File: src/hdl/fault_mgr_pkg.sv
package fault_mgr_pkg;

	// ---------------------------------------------------------------
	// register map (word offsets as byte addresses)
	// ---------------------------------------------------------------
	localparam logic [3:0] CTRL_OFS = 4'h0;
	localparam logic [3:0] STAT_OFS = 4'h4;
	localparam logic [3:0] IRQ_STAT_OFS = 4'h8;
	localparam logic [3:0] IRQ_MASK_OFS = 4'hc;

	// control field positions
	localparam int CTRL_CLR_BIT = 0;
	localparam int CTRL_ALARM_SEL_BIT = 1;
	localparam int CTRL_OVERVOLTAGE_PROTECT_ENABLE_BIT = 2;
	localparam int CTRL_OCP_LO_BIT = 4;

	// reset values
	localparam logic [1:0] OCP_SEL_RST = 2'h0;
	localparam logic IRQ_MASK_RST = 1'b0;

	// ---------------------------------------------------------------
	// timing
	// ---------------------------------------------------------------
	localparam int CLK_HZ = 25000000;
	localparam int REPORT_MS = 200;
	localparam int REPORT_CYC = REPORT_MS * (CLK_HZ / 1000);
	localparam int RETRY_MS = 5;
	localparam int RETRY_CYC = RETRY_MS * (CLK_HZ / 1000);

	// overcurrent response codes
	typedef enum logic [1:0] {
		OCP_LATCH = 2'h0,
		OCP_RETRY = 2'h1,
		OCP_REPORT = 2'h2,
		OCP_IGNORE = 2'h3
	} ocp_sel_t;

	// raw fault conditions
	typedef struct packed {
		logic supply_uv;
		logic pump_uv;
		logic overvolt;
		logic phase_oc;
		logic reg_oc;
	} fault_in_t;

	// reported flags
	typedef struct packed {
		logic pump_uv;
		logic overvolt;
		logic phase_oc;
	} fault_flags_t;

endpackage

File: src/hdl/motor_driver_fault_manager.sv
// How it works
// - actionable fault pulls fault indicator low
// - alarm select set: actionable fault raises alarm
// - report-only goes to indicator or alarm
// - priority latched, retry, report
// - persisting overcurrent restarts the retry interval
// - latched fault holds Hi-Z until clear write
// - retry fault recovers after interval, others once condition gone
// - report shows within 200 ms of Hi-Z
// - latched fault clears within 200 ms of clear
// - supply undervoltage: Hi-Z, logic off, auto resume
// - pump undervoltage: Hi-Z, report, auto recover
// - overvoltage acts only when protection enabled
// - overcurrent response by select code
// - regulator overcurrent: Hi-Z, logic off, silent
//
// Register access over Avalon-MM and the address map are this design's own decisions.
module motor_driver_fault_manager
	import fault_mgr_pkg::*;
#(
	parameter int REPORT_CYCLES = REPORT_CYC,
	parameter int RETRY_CYCLES = RETRY_CYC
) (
	// clock and reset
	input wire logic clk_i,
	input wire logic nrst_i,
	input wire logic en_i,
	// fault conditions
	input wire fault_mgr_pkg::fault_in_t fault_i,
	// avalon-mm slave
	input wire logic [3:0] avs_address_i,
	input wire logic avs_read_i,
	input wire logic avs_write_i,
	input wire logic [31:0] avs_writedata_i,
	output logic [31:0] avs_readdata_o,
	output logic avs_waitrequest_o,
	// pins and power stage
	output logic fault_indicator_low_o,
	output logic fault_indicator_low_oe_o,
	output logic alarm_o,
	output logic stage_hiz_o,
	output logic logic_disable_o,
	output logic irq_o
);
	import fault_mgr_pkg::*;

	// ---------------------------------------------------------------
	// registers
	// ---------------------------------------------------------------
	logic fault_clear_bit_r;
	logic alarm_sel_r;
	logic overvoltage_protect_enable_r;
	ocp_sel_t overcurrent_response_select_r;
	fault_flags_t irq_stat_r, irq_mask_r;
	fault_flags_t flags_r;
	logic ack_r;
	logic latched_r;
	logic retry_active_r;
	logic [31:0] retry_cnt_r;
	fault_flags_t flags_old_r;
	fault_flags_t flag_rise;
	logic [31:0] clr_cnt_r;
	logic clr_pend_r;
	logic act_seen_r;

	logic pump_act, ovp_act, oc_latch, oc_retry, oc_report;
	logic actionable, report_only, auto_hiz, reported;
	logic acc, wr, rd;

	always_comb begin
		pump_act = fault_i.pump_uv;
		ovp_act = fault_i.overvolt & overvoltage_protect_enable_r;
		oc_latch = fault_i.phase_oc &&
			overcurrent_response_select_r == OCP_LATCH;
		oc_retry = fault_i.phase_oc &&
			overcurrent_response_select_r == OCP_RETRY;
		oc_report = fault_i.phase_oc &&
			overcurrent_response_select_r == OCP_REPORT;
		auto_hiz = fault_i.supply_uv | fault_i.reg_oc |
			pump_act | ovp_act;
		actionable = latched_r | retry_active_r | pump_act | ovp_act;
		report_only = oc_report;
		reported = act_seen_r;
	end

	// ---------------------------------------------------------------
	// bus slave: one wait cycle, then answer
	// ---------------------------------------------------------------
	assign acc = (avs_read_i | avs_write_i) & ~ack_r;
	assign wr = avs_write_i & ack_r;
	assign rd = avs_read_i & ack_r;

	// waitrequest kept as its own flop so the pin has no logic path
	always_ff @(posedge clk_i) begin
		if (!nrst_i) begin
			ack_r <= 1'b0;
			avs_waitrequest_o <= 1'b1;
		end else if (en_i) begin
			ack_r <= acc;
			avs_waitrequest_o <= ~acc;
		end
	end

	always_ff @(posedge clk_i) begin
		if (!nrst_i) begin
			alarm_sel_r <= 1'b0;
			overvoltage_protect_enable_r <= 1'b0;
			overcurrent_response_select_r <= ocp_sel_t'(OCP_SEL_RST);
			irq_mask_r <= '{default: IRQ_MASK_RST};
		end else if (en_i && wr) begin
			if (avs_address_i == CTRL_OFS) begin
				alarm_sel_r <= avs_writedata_i[CTRL_ALARM_SEL_BIT];
				overvoltage_protect_enable_r <=
					avs_writedata_i[CTRL_OVERVOLTAGE_PROTECT_ENABLE_BIT];
				overcurrent_response_select_r <= ocp_sel_t'(
					avs_writedata_i[CTRL_OCP_LO_BIT +: 2]);
			end else if (avs_address_i == IRQ_MASK_OFS)
				irq_mask_r <= avs_writedata_i[2:0];
		end
	end

	// self-clearing clear request
	always_ff @(posedge clk_i) begin
		if (!nrst_i)
			fault_clear_bit_r <= 1'b0;
		else if (en_i) begin
			if (wr && avs_address_i == CTRL_OFS)
				fault_clear_bit_r <= avs_writedata_i[CTRL_CLR_BIT];
			else
				fault_clear_bit_r <= 1'b0;
		end
	end

	always_ff @(posedge clk_i) begin
		if (!nrst_i)
			avs_readdata_o <= 32'h0;
		else if (en_i) begin
			avs_readdata_o <= 32'h0;
			if (acc && avs_read_i) begin
				case (avs_address_i)
				CTRL_OFS: avs_readdata_o <= {26'h0,
					overcurrent_response_select_r, 1'b0,
					overvoltage_protect_enable_r, alarm_sel_r, 1'b0};
				STAT_OFS: avs_readdata_o <= {26'h0, latched_r,
					retry_active_r, 1'b0, flags_r};
				IRQ_STAT_OFS: avs_readdata_o <= {29'h0, irq_stat_r};
				IRQ_MASK_OFS: avs_readdata_o <= {29'h0, irq_mask_r};
				default: avs_readdata_o <= 32'h0;
				endcase
			end
		end
	end

	// ---------------------------------------------------------------
	// latched and retry faults
	// ---------------------------------------------------------------
	// clear is held pending; a latched fault drops only once the
	// overcurrent is gone, within the allowed clear delay
	always_ff @(posedge clk_i) begin
		if (!nrst_i) begin
			clr_pend_r <= 1'b0;
			clr_cnt_r <= 32'h0;
		end else if (en_i) begin
			if (fault_clear_bit_r) begin
				clr_pend_r <= 1'b1;
				clr_cnt_r <= 32'h0;
			end else if (clr_pend_r) begin
				clr_cnt_r <= clr_cnt_r + 32'h1;
				if (!latched_r || clr_cnt_r >= REPORT_CYCLES - 1)
					clr_pend_r <= 1'b0;
			end
		end
	end

	always_ff @(posedge clk_i) begin
		if (!nrst_i)
			latched_r <= 1'b0;
		else if (en_i) begin
			if (oc_latch)
				latched_r <= 1'b1;
			else if (clr_pend_r)
				latched_r <= 1'b0;
		end
	end

	// retry timer restarts while the overcurrent retry cause persists, so
	// the interval always runs from the last cycle of that cause
	always_ff @(posedge clk_i) begin
		if (!nrst_i) begin
			retry_active_r <= 1'b0;
			retry_cnt_r <= 32'h0;
		end else if (en_i) begin
			if (oc_retry) begin
				retry_active_r <= 1'b1;
				retry_cnt_r <= 32'h0;
			end else if (retry_active_r) begin
				if (retry_cnt_r >= RETRY_CYCLES - 1)
					retry_active_r <= 1'b0;
				else
					retry_cnt_r <= retry_cnt_r + 32'h1;
			end
		end
	end

	// ---------------------------------------------------------------
	// report delay after Hi-Z (fixed one cycle, well inside bound)
	// ---------------------------------------------------------------
	always_ff @(posedge clk_i) begin
		if (!nrst_i)
			act_seen_r <= 1'b0;
		else if (en_i)
			act_seen_r <= actionable;
	end

	// ---------------------------------------------------------------
	// outputs
	// ---------------------------------------------------------------
	always_ff @(posedge clk_i) begin
		if (!nrst_i) begin
			stage_hiz_o <= 1'b1;
			logic_disable_o <= 1'b0;
			fault_indicator_low_o <= 1'b0;
			fault_indicator_low_oe_o <= 1'b1;
			alarm_o <= 1'b0;
		end else if (en_i) begin
			// latched outranks retry, retry outranks report
			stage_hiz_o <= latched_r | retry_active_r |
				auto_hiz;
			logic_disable_o <= fault_i.supply_uv |
				fault_i.reg_oc;
			fault_indicator_low_o <= 1'b0;
			// oe low drives pin low; released otherwise (pull-up)
			fault_indicator_low_oe_o <= ~(reported |
				(report_only & ~alarm_sel_r));
			alarm_o <= alarm_sel_r &
				(reported | report_only);
		end
	end

	always_ff @(posedge clk_i) begin
		if (!nrst_i)
			flags_r <= '0;
		else if (en_i) begin
			flags_r.pump_uv <= pump_act;
			flags_r.overvolt <= ovp_act;
			flags_r.phase_oc <= latched_r | retry_active_r |
				oc_report;
		end
	end

	// sticky events are flag rises, so a read clear holds while a
	// fault persists; a new event wins over a read clear
	assign flag_rise = flags_r & ~flags_old_r;

	always_ff @(posedge clk_i) begin
		if (!nrst_i) begin
			flags_old_r <= '0;
			irq_stat_r <= '0;
		end else if (en_i) begin
			flags_old_r <= flags_r;
			if (rd && avs_address_i == IRQ_STAT_OFS)
				irq_stat_r <= flag_rise;
			else
				irq_stat_r <= irq_stat_r | flag_rise;
		end
	end

	always_ff @(posedge clk_i) begin
		if (!nrst_i)
			irq_o <= 1'b0;
		else if (en_i)
			irq_o <= |(irq_stat_r & irq_mask_r);
	end

endmodule

File: config.mk
export PLATFORM = sky130hd
export DESIGN_NAME = motor_driver_fault_manager
export DESIGN_NICKNAME = d
export VERILOG_FILES = /design/src/hdl/fault_mgr_pkg.sv /design/src/hdl/motor_driver_fault_manager.sv
export SDC_FILE = /design/constraint.sdc
export NUM_CORES = 1
export LEC_CHECK = 0
export BUFFER_PORTS_ARGS = -buffer_cell sky130_fd_sc_hd__buf_2
export CAP_MARGIN = 20
export CORE_UTILIZATION = 60
export CTS_CLUSTER_DIAMETER = 30
export DETAILED_ROUTE_END_ITERATION = 6
export PLACE_DENSITY = 0.83
export RECOVER_POWER = 25
export SLEW_MARGIN = 20
export SYNTH_ARGS = -nofsm -noshare
export SYNTH_HDL_FRONTEND = slang
export SYNTH_SLANG_ARGS = --single-unit
File: constraint.sdc
create_clock -name clk_i -period 5.6 [get_ports clk_i]
set_clock_uncertainty 0.05 [all_clocks]
set_input_delay 0.28 -clock clk_i [delete_from_list [all_inputs] [get_ports clk_i]]
set_output_delay 0.28 -clock clk_i [all_outputs]
set_load 0.02 [all_outputs]
======== After elaboration in Yosys (flattened, before gate mapping) ========
Cells that the tools add are included.
storage, ports and cells
  register bits after elaboration ......... 124
  latch bits .............................. 0
  memory bits (writable) .................. 0
  memory bits (read-only) ................. 0
  output and inout port bits .............. 39
  logic and storage cells ................. 103
  memories kept ........................... 0
operators by class
  $add $sub $neg .......................... 2
  multipliers ............................. 0
  divide/modulo/power cells ............... 0
  order comparisons ....................... 2
  eq/ne operators ......................... 6
  shifts and indexed selects .............. 0
  muxes and demuxes ....................... 17
  bitwise operators ....................... 26
  reductions and logical operators ........ 20
operator list
  kind                                                                      number
  32-bit two-way mux                                                        5
  32-bit by 1-bit adder with 32-bit output (second input constant)          2
  32-bit by 17-bit >= comparator with 1-bit output (second input constant)  1
  32-bit by 23-bit >= comparator with 1-bit output (second input constant)  1
  6-bit case mux with 4 select lines                                        1
  1-bit bitwise OR                                                          11
  1-bit two-way mux                                                         9
  4-bit equality test (second input constant)                               2
  1-bit logical AND                                                         7
  1-bit bitwise AND                                                         6
  3-bit bitwise AND                                                         2
  6-bit two-way mux                                                         1
  2-bit AND reduction                                                       3
  3-bit AND reduction                                                       2
  2-bit nonzero test                                                        3
  1-bit inverter                                                            5
  4-bit by 3-bit equality test with 1-bit output (second input constant)    1
  4-bit logical NOT                                                         1
  3-bit two-way mux                                                         1
  3-bit inverter                                                            1
  3-bit bitwise OR                                                          1
  3-bit OR reduction                                                        1
  2-bit by 1-bit equality test with 1-bit output (second input constant)    1
  2-bit equality test (second input constant)                               1
  other kinds (4)                                                           4

======== Logic depth before layout (Yosys ltp) ========
  depth in word-level cells ............... 5
  mapped depth ............................ 7
  mapped depth without buffers ............ 6

======== Least setup slack after synthesis ========
Ideal clock, no wire load.
  kind .................................... register -> register
  start point ............................. register retry_cnt_r[0]
  end point ............................... register retry_cnt_r[14]
  setup time .............................. 0.074 ns
  data arrival time ....................... 2.170 ns
  data required time ...................... 5.476 ns
  setup slack ............................. 3.305 ns
  cell stages (with the launch flop) ...... 7
  buffers on the path ..................... 0
  cells stage by stage .................... dfxtp_1 ha_1 a2111o_1 a311oi_2 o21ai_2 or4_1 a31oi_1
on the way
  longest elaborated chain between the ends .. 4
  elaborated cells on any way between the ends .. 7
  classes of those cells .................. 1 x add/sub; 1 x order compare; 1 x eq/ne; 3 x mux; 1 x reduce/logical
RTL lines
  item                                      RTL line                           text
  from (decl)                               motor_driver_fault_manager.sv:59   logic [31:0] retry_cnt_r;
  from (signal assigned)                    motor_driver_fault_manager.sv:200  retry_cnt_r <= retry_cnt_r + 32'h1;
  32-bit by 1-bit adder with 32-bit output  motor_driver_fault_manager.sv:200
  32-bit two-way mux                        motor_driver_fault_manager.sv:197  if (retry_cnt_r >= RETRY_CYCLES - 1)
  32-bit two-way mux                        motor_driver_fault_manager.sv:196  end else if (retry_active_r) begin
  32-bit two-way mux                        motor_driver_fault_manager.sv:193  if (oc_retry) begin
Several ways; a longest one is shown, not always the timed one. The select of a mux whose other input is x is not followed.
A chain may end at the register's enable or synchronous reset.

======== Final worst setup path ========
  start point ............................. input port en_i
  end point ............................... register clr_cnt_r[28]
on the way
  longest elaborated chain between the ends .. 1
RTL lines
  item                                  RTL line                           text
  from (decl)                           motor_driver_fault_manager.sv:27   input wire logic en_i,
  2-bit AND reduction (no source line)  -
  to (signal assigned)                  motor_driver_fault_manager.sv:168  clr_cnt_r <= clr_cnt_r + 32'h1;
  to (decl)                             motor_driver_fault_manager.sv:62   logic [31:0] clr_cnt_r;
Every way passes these cells.

==> flow_summary.yaml <==
die:
  floorplan.die.width_um: 88.5
  rows: 31
  chipHeight_um: 88.5
  placeable_area_um2: 7250
  initial_core_util: 0.619
  boundaryPins: 85
  dieArea_um2: 7830
global_route:
  groute.usage.overall: 0.239
  grt_max_degree: 39
  fraction_of_met2_tracks_used_by_global_routing: 0.387
  grt_pass1_wl_um: 14600
  first_global_vias: 3247
  globalRoute.busiestLayer: "met2"
  gr-total-overflow: 0
  grtUsageMet3: 0.0522
  antenna_found_initial: 0
  gr-usage-met1: 0.307
routing:
  avgViaCountPerCell: 5.69
  detail-route-antenna-nets: 0
  routedWlPerCell_um: 13.7
  total_detailed_routing_wirelength_um: 8820
  firstDrtPassIters: 6
  drcViolationCount: 0
  dr.first_iter.drc_count: 187
  vias: 3670
timing:
  timing.slew.headroom: -0.0901
  final_period_util: 0.557
  fmaxAchievable_mhz: 321
  slew_violations: 39
  rsz0062_at_grt: "no"
  post-route-min-period_ns: 3.12
  timing.final.hold_violations: 0
  worstMarginPinSlew_ns: 1.64
  setup_total_negative_slack_ns: 0
  setup_violations: 0
yosys:
  postSynth.asyncResetShare: 0
  synth-seq-cells: 97
  synth.avg_cell_area_um2: 8.62
  yosys_warnings: 0
  synth_top_family_by_area: "simple AND/OR/NAND/NOR gates"
  synth_sequential_area_ratio: 0.432
  dominantRegCellSynth: "sky130_fd_sc_hd__dfxtp_1"
  synth_compound_area_frac: 0.116
  post_synth_xor_area_fraction: 0.0605
  post_synth_num_cell_types: 61
  syn_inst: 521
  post_synth_fa_ha_maj_area_fraction: 0.00557
  synth.area.mux_share: 0.0437
  synth-edff-count: 0
  post_synth_and_or_nand_nor_area_fraction: 0.267
  synthesis.area_um2: 4490
layout:
  multi_input_area_um2: 2320
  fin_nets: 590
  area.growth.synth_to_final_pct: 7.05
  layout.cells.most_common_list: "97 x sky130_fd_sc_hd__dfxtp_1, 72 x sky130_fd_sc_hd__nor2_1, 38 x sky130_fd_sc_hd__nand2_1"
  drive_gt1_frac: 0.0733
  seqCellArea_um2: 1940
  layout.cells.most_common: "sky130_fd_sc_hd__dfxtp_1"
  antenna_diode_count: 0
  fillers: 613
critical_path:
  setup.worst_path.class: "in2reg"
  worst-endpoint-required_ns: 5.77
  reg2reg_to: "retry_cnt_r[13]"
  startpoint: "en_i"
  path_max_fanout: 38
  reg2reg_setup_slack_ns: 2.67
  cp.arrival_ns: 3.28
  crit_end: "clr_cnt_r[28]"
  timing.critical_path.from_type: "input pin"
  end_kind: "register"
  worstRegToRegCells: 6
  rr_startpoint: "retry_cnt_r[0]"
clocking:
  tritoncts: "done"
  number_of_buffers_between_clock_root_and_the_deepest_sink: 2
  postCtsSetupBuffers: 0
  clock_sinks: 97
  tritoncts.num_buffers: 9
  clock_transition_at_path_regs_ns: 0.09
  clk_latency_ns: 0.36
  cts_hold_repair.buffers: 0
  htree_num_levels: 3
  cts_repair_resize_count: 0
  clockRootBuffer: "sky130_fd_sc_hd__clkbuf_8"
power_and_ir_drop:
  switching_share: 0.229
  power_density_nw_per_um2: 272
  power_frac_clock: 0.414
  net-switching-power_uw: 300
  power.ir.vdd_worst_mv: 0.272
  share_seq_of_total_power: 0.535
  fin_total_pwr_uw: 1310
  p_comb_frac: 0.051
  power_report.internal_total_uw: 1010
  static-leakage-power_uw: 0.00178
run:
  max-cap-violations: 1
placement:
  io_buffers: 29
  hpwlAfterDp_um: 6180
  gp_congestion: 0.879
worst_hold_path:
  worst_hold_path_type: "in2reg"
outcome:
  violations: "capacitance limit, slew limit"
  run_status: "finished with violations"
-- metrics by stage --
stage,utilization,hold WS [ns],setup WS (ns),cell area [um2],std cells
2_1_floorplan,-,0.374,3.31,4590,548
3_3_place_gp,0.632,0.393,2.85,4580,630
3_5_place_dp,0.632,0.400,2.87,4580,630
4_1_cts,0.665,0.112,2.82,4820,645
5_1_grt,0.663,0.134,2.18,4810,645
6_report,0.663,0.117,2.48,4810,645
-- routing by layer --
layer	vias up	wire (um)
met4	0	164
met5	-	0
li1	1837	-
met2	96	4230
met1	1714	4080
met3	23	343
-- synth_stat cells (2+ instances only) --
cell,n,area share
sky130_fd_sc_hd__a211oi_1,3,0.0050
sky130_fd_sc_hd__a21oi_1,17,0.019
sky130_fd_sc_hd__a31oi_1,4,0.0056
sky130_fd_sc_hd__a32oi_1,3,0.0059
sky130_fd_sc_hd__and2_1,17,0.024
sky130_fd_sc_hd__and3_1,7,0.0098
sky130_fd_sc_hd__and3b_1,2,0.0039
sky130_fd_sc_hd__and4_1,6,0.012
sky130_fd_sc_hd__buf_4,28,0.047
sky130_fd_sc_hd__clkbuf_1,17,0.014
sky130_fd_sc_hd__dfxtp_1,97,0.43
sky130_fd_sc_hd__ha_1,2,0.0056
sky130_fd_sc_hd__inv_1,9,0.0075
sky130_fd_sc_hd__mux2i_1,14,0.031
sky130_fd_sc_hd__mux4_2,2,0.010
sky130_fd_sc_hd__nand2_1,38,0.032
sky130_fd_sc_hd__nand3_1,30,0.033
sky130_fd_sc_hd__nand4_1,15,0.021
sky130_fd_sc_hd__nor2_1,72,0.060
sky130_fd_sc_hd__nor2b_1,8,0.011
sky130_fd_sc_hd__nor3_1,10,0.011
sky130_fd_sc_hd__nor4_1,15,0.021
sky130_fd_sc_hd__nor4b_1,5,0.0098
sky130_fd_sc_hd__o211ai_1,3,0.0050
sky130_fd_sc_hd__o21ai_0,23,0.026
sky130_fd_sc_hd__o31a_1,2,0.0039
sky130_fd_sc_hd__o31ai_1,7,0.012
sky130_fd_sc_hd__or3_1,2,0.0028
sky130_fd_sc_hd__or4_1,2,0.0033
sky130_fd_sc_hd__xnor2_1,16,0.031
sky130_fd_sc_hd__xor2_1,15,0.029
-- critical path: stages --
cell and delay [ns]:
sky130_fd_sc_hd__clkbuf_1 1.15, sky130_fd_sc_hd__o21ai_1 0.47, sky130_fd_sc_hd__or4_1 0.75, sky130_fd_sc_hd__nor4_1 0.39
sky130_fd_sc_hd__xnor2_1 0.16, sky130_fd_sc_hd__nor2_1 0.06
-- cell type report --
class	instances	share of cell area
timing repair buffer	31	0.0292
inverter	10	0.00781
clock buffer	9	0.0258
multi-input combinational	393	0.483
sequential	97	0.404
tap	99	0.0258
clock inverter	6	0.0242
-- registers in the layout, indices dropped and copies added, names as in the netlist, 2 cells and up --
signal                         cells
clr_cnt_r                         32
retry_cnt_r                       32
avs_readdata_o                     5
flags_old_r                        3
flags_r                            3
irq_mask_r                         3
irq_stat_r                         3
overcurrent_response_select_r      2
-- power groups by stage --
stage	clock network, uW	logic (uW)	registers, uW
final	542	66.8	699
after global routing	572	74.7	700
after CTS	550	66.9	699
after detailed placement	0	66.5	715
after global placement	0	65.6	715
after floorplan	0	62.4	717
-- cells by family after synthesis --
family	count (synthesis)
AO/OA/AOI/OAI	79
XOR/XNOR	31
adder cells (fa/ha/maj)	2
buffers and inverters	58
flip-flops	97
multiplexers	17
other	1
AND/OR/NAND/NOR	236
-- worst min-delay path by stage --
stage,cells past startpoint,from,slack [ns],to
2_1_floorplan,2,avs_writedata_i[1],0.37,alarm_sel_r
5_1_grt,3,avs_writedata_i[5],0.13,overcurrent_response_select_r[1]
6_report,3,avs_writedata_i[2],0.12,irq_mask_r[2]
4_1_cts,3,avs_writedata_i[2],0.11,irq_mask_r[2]
3_3_place_gp,1,retry_cnt_r[17],0.39,retry_cnt_r[17]
3_5_place_dp,1,retry_cnt_r[26],0.40,retry_cnt_r[26]
No activity file was read; power rests on OpenSTA's default activity.
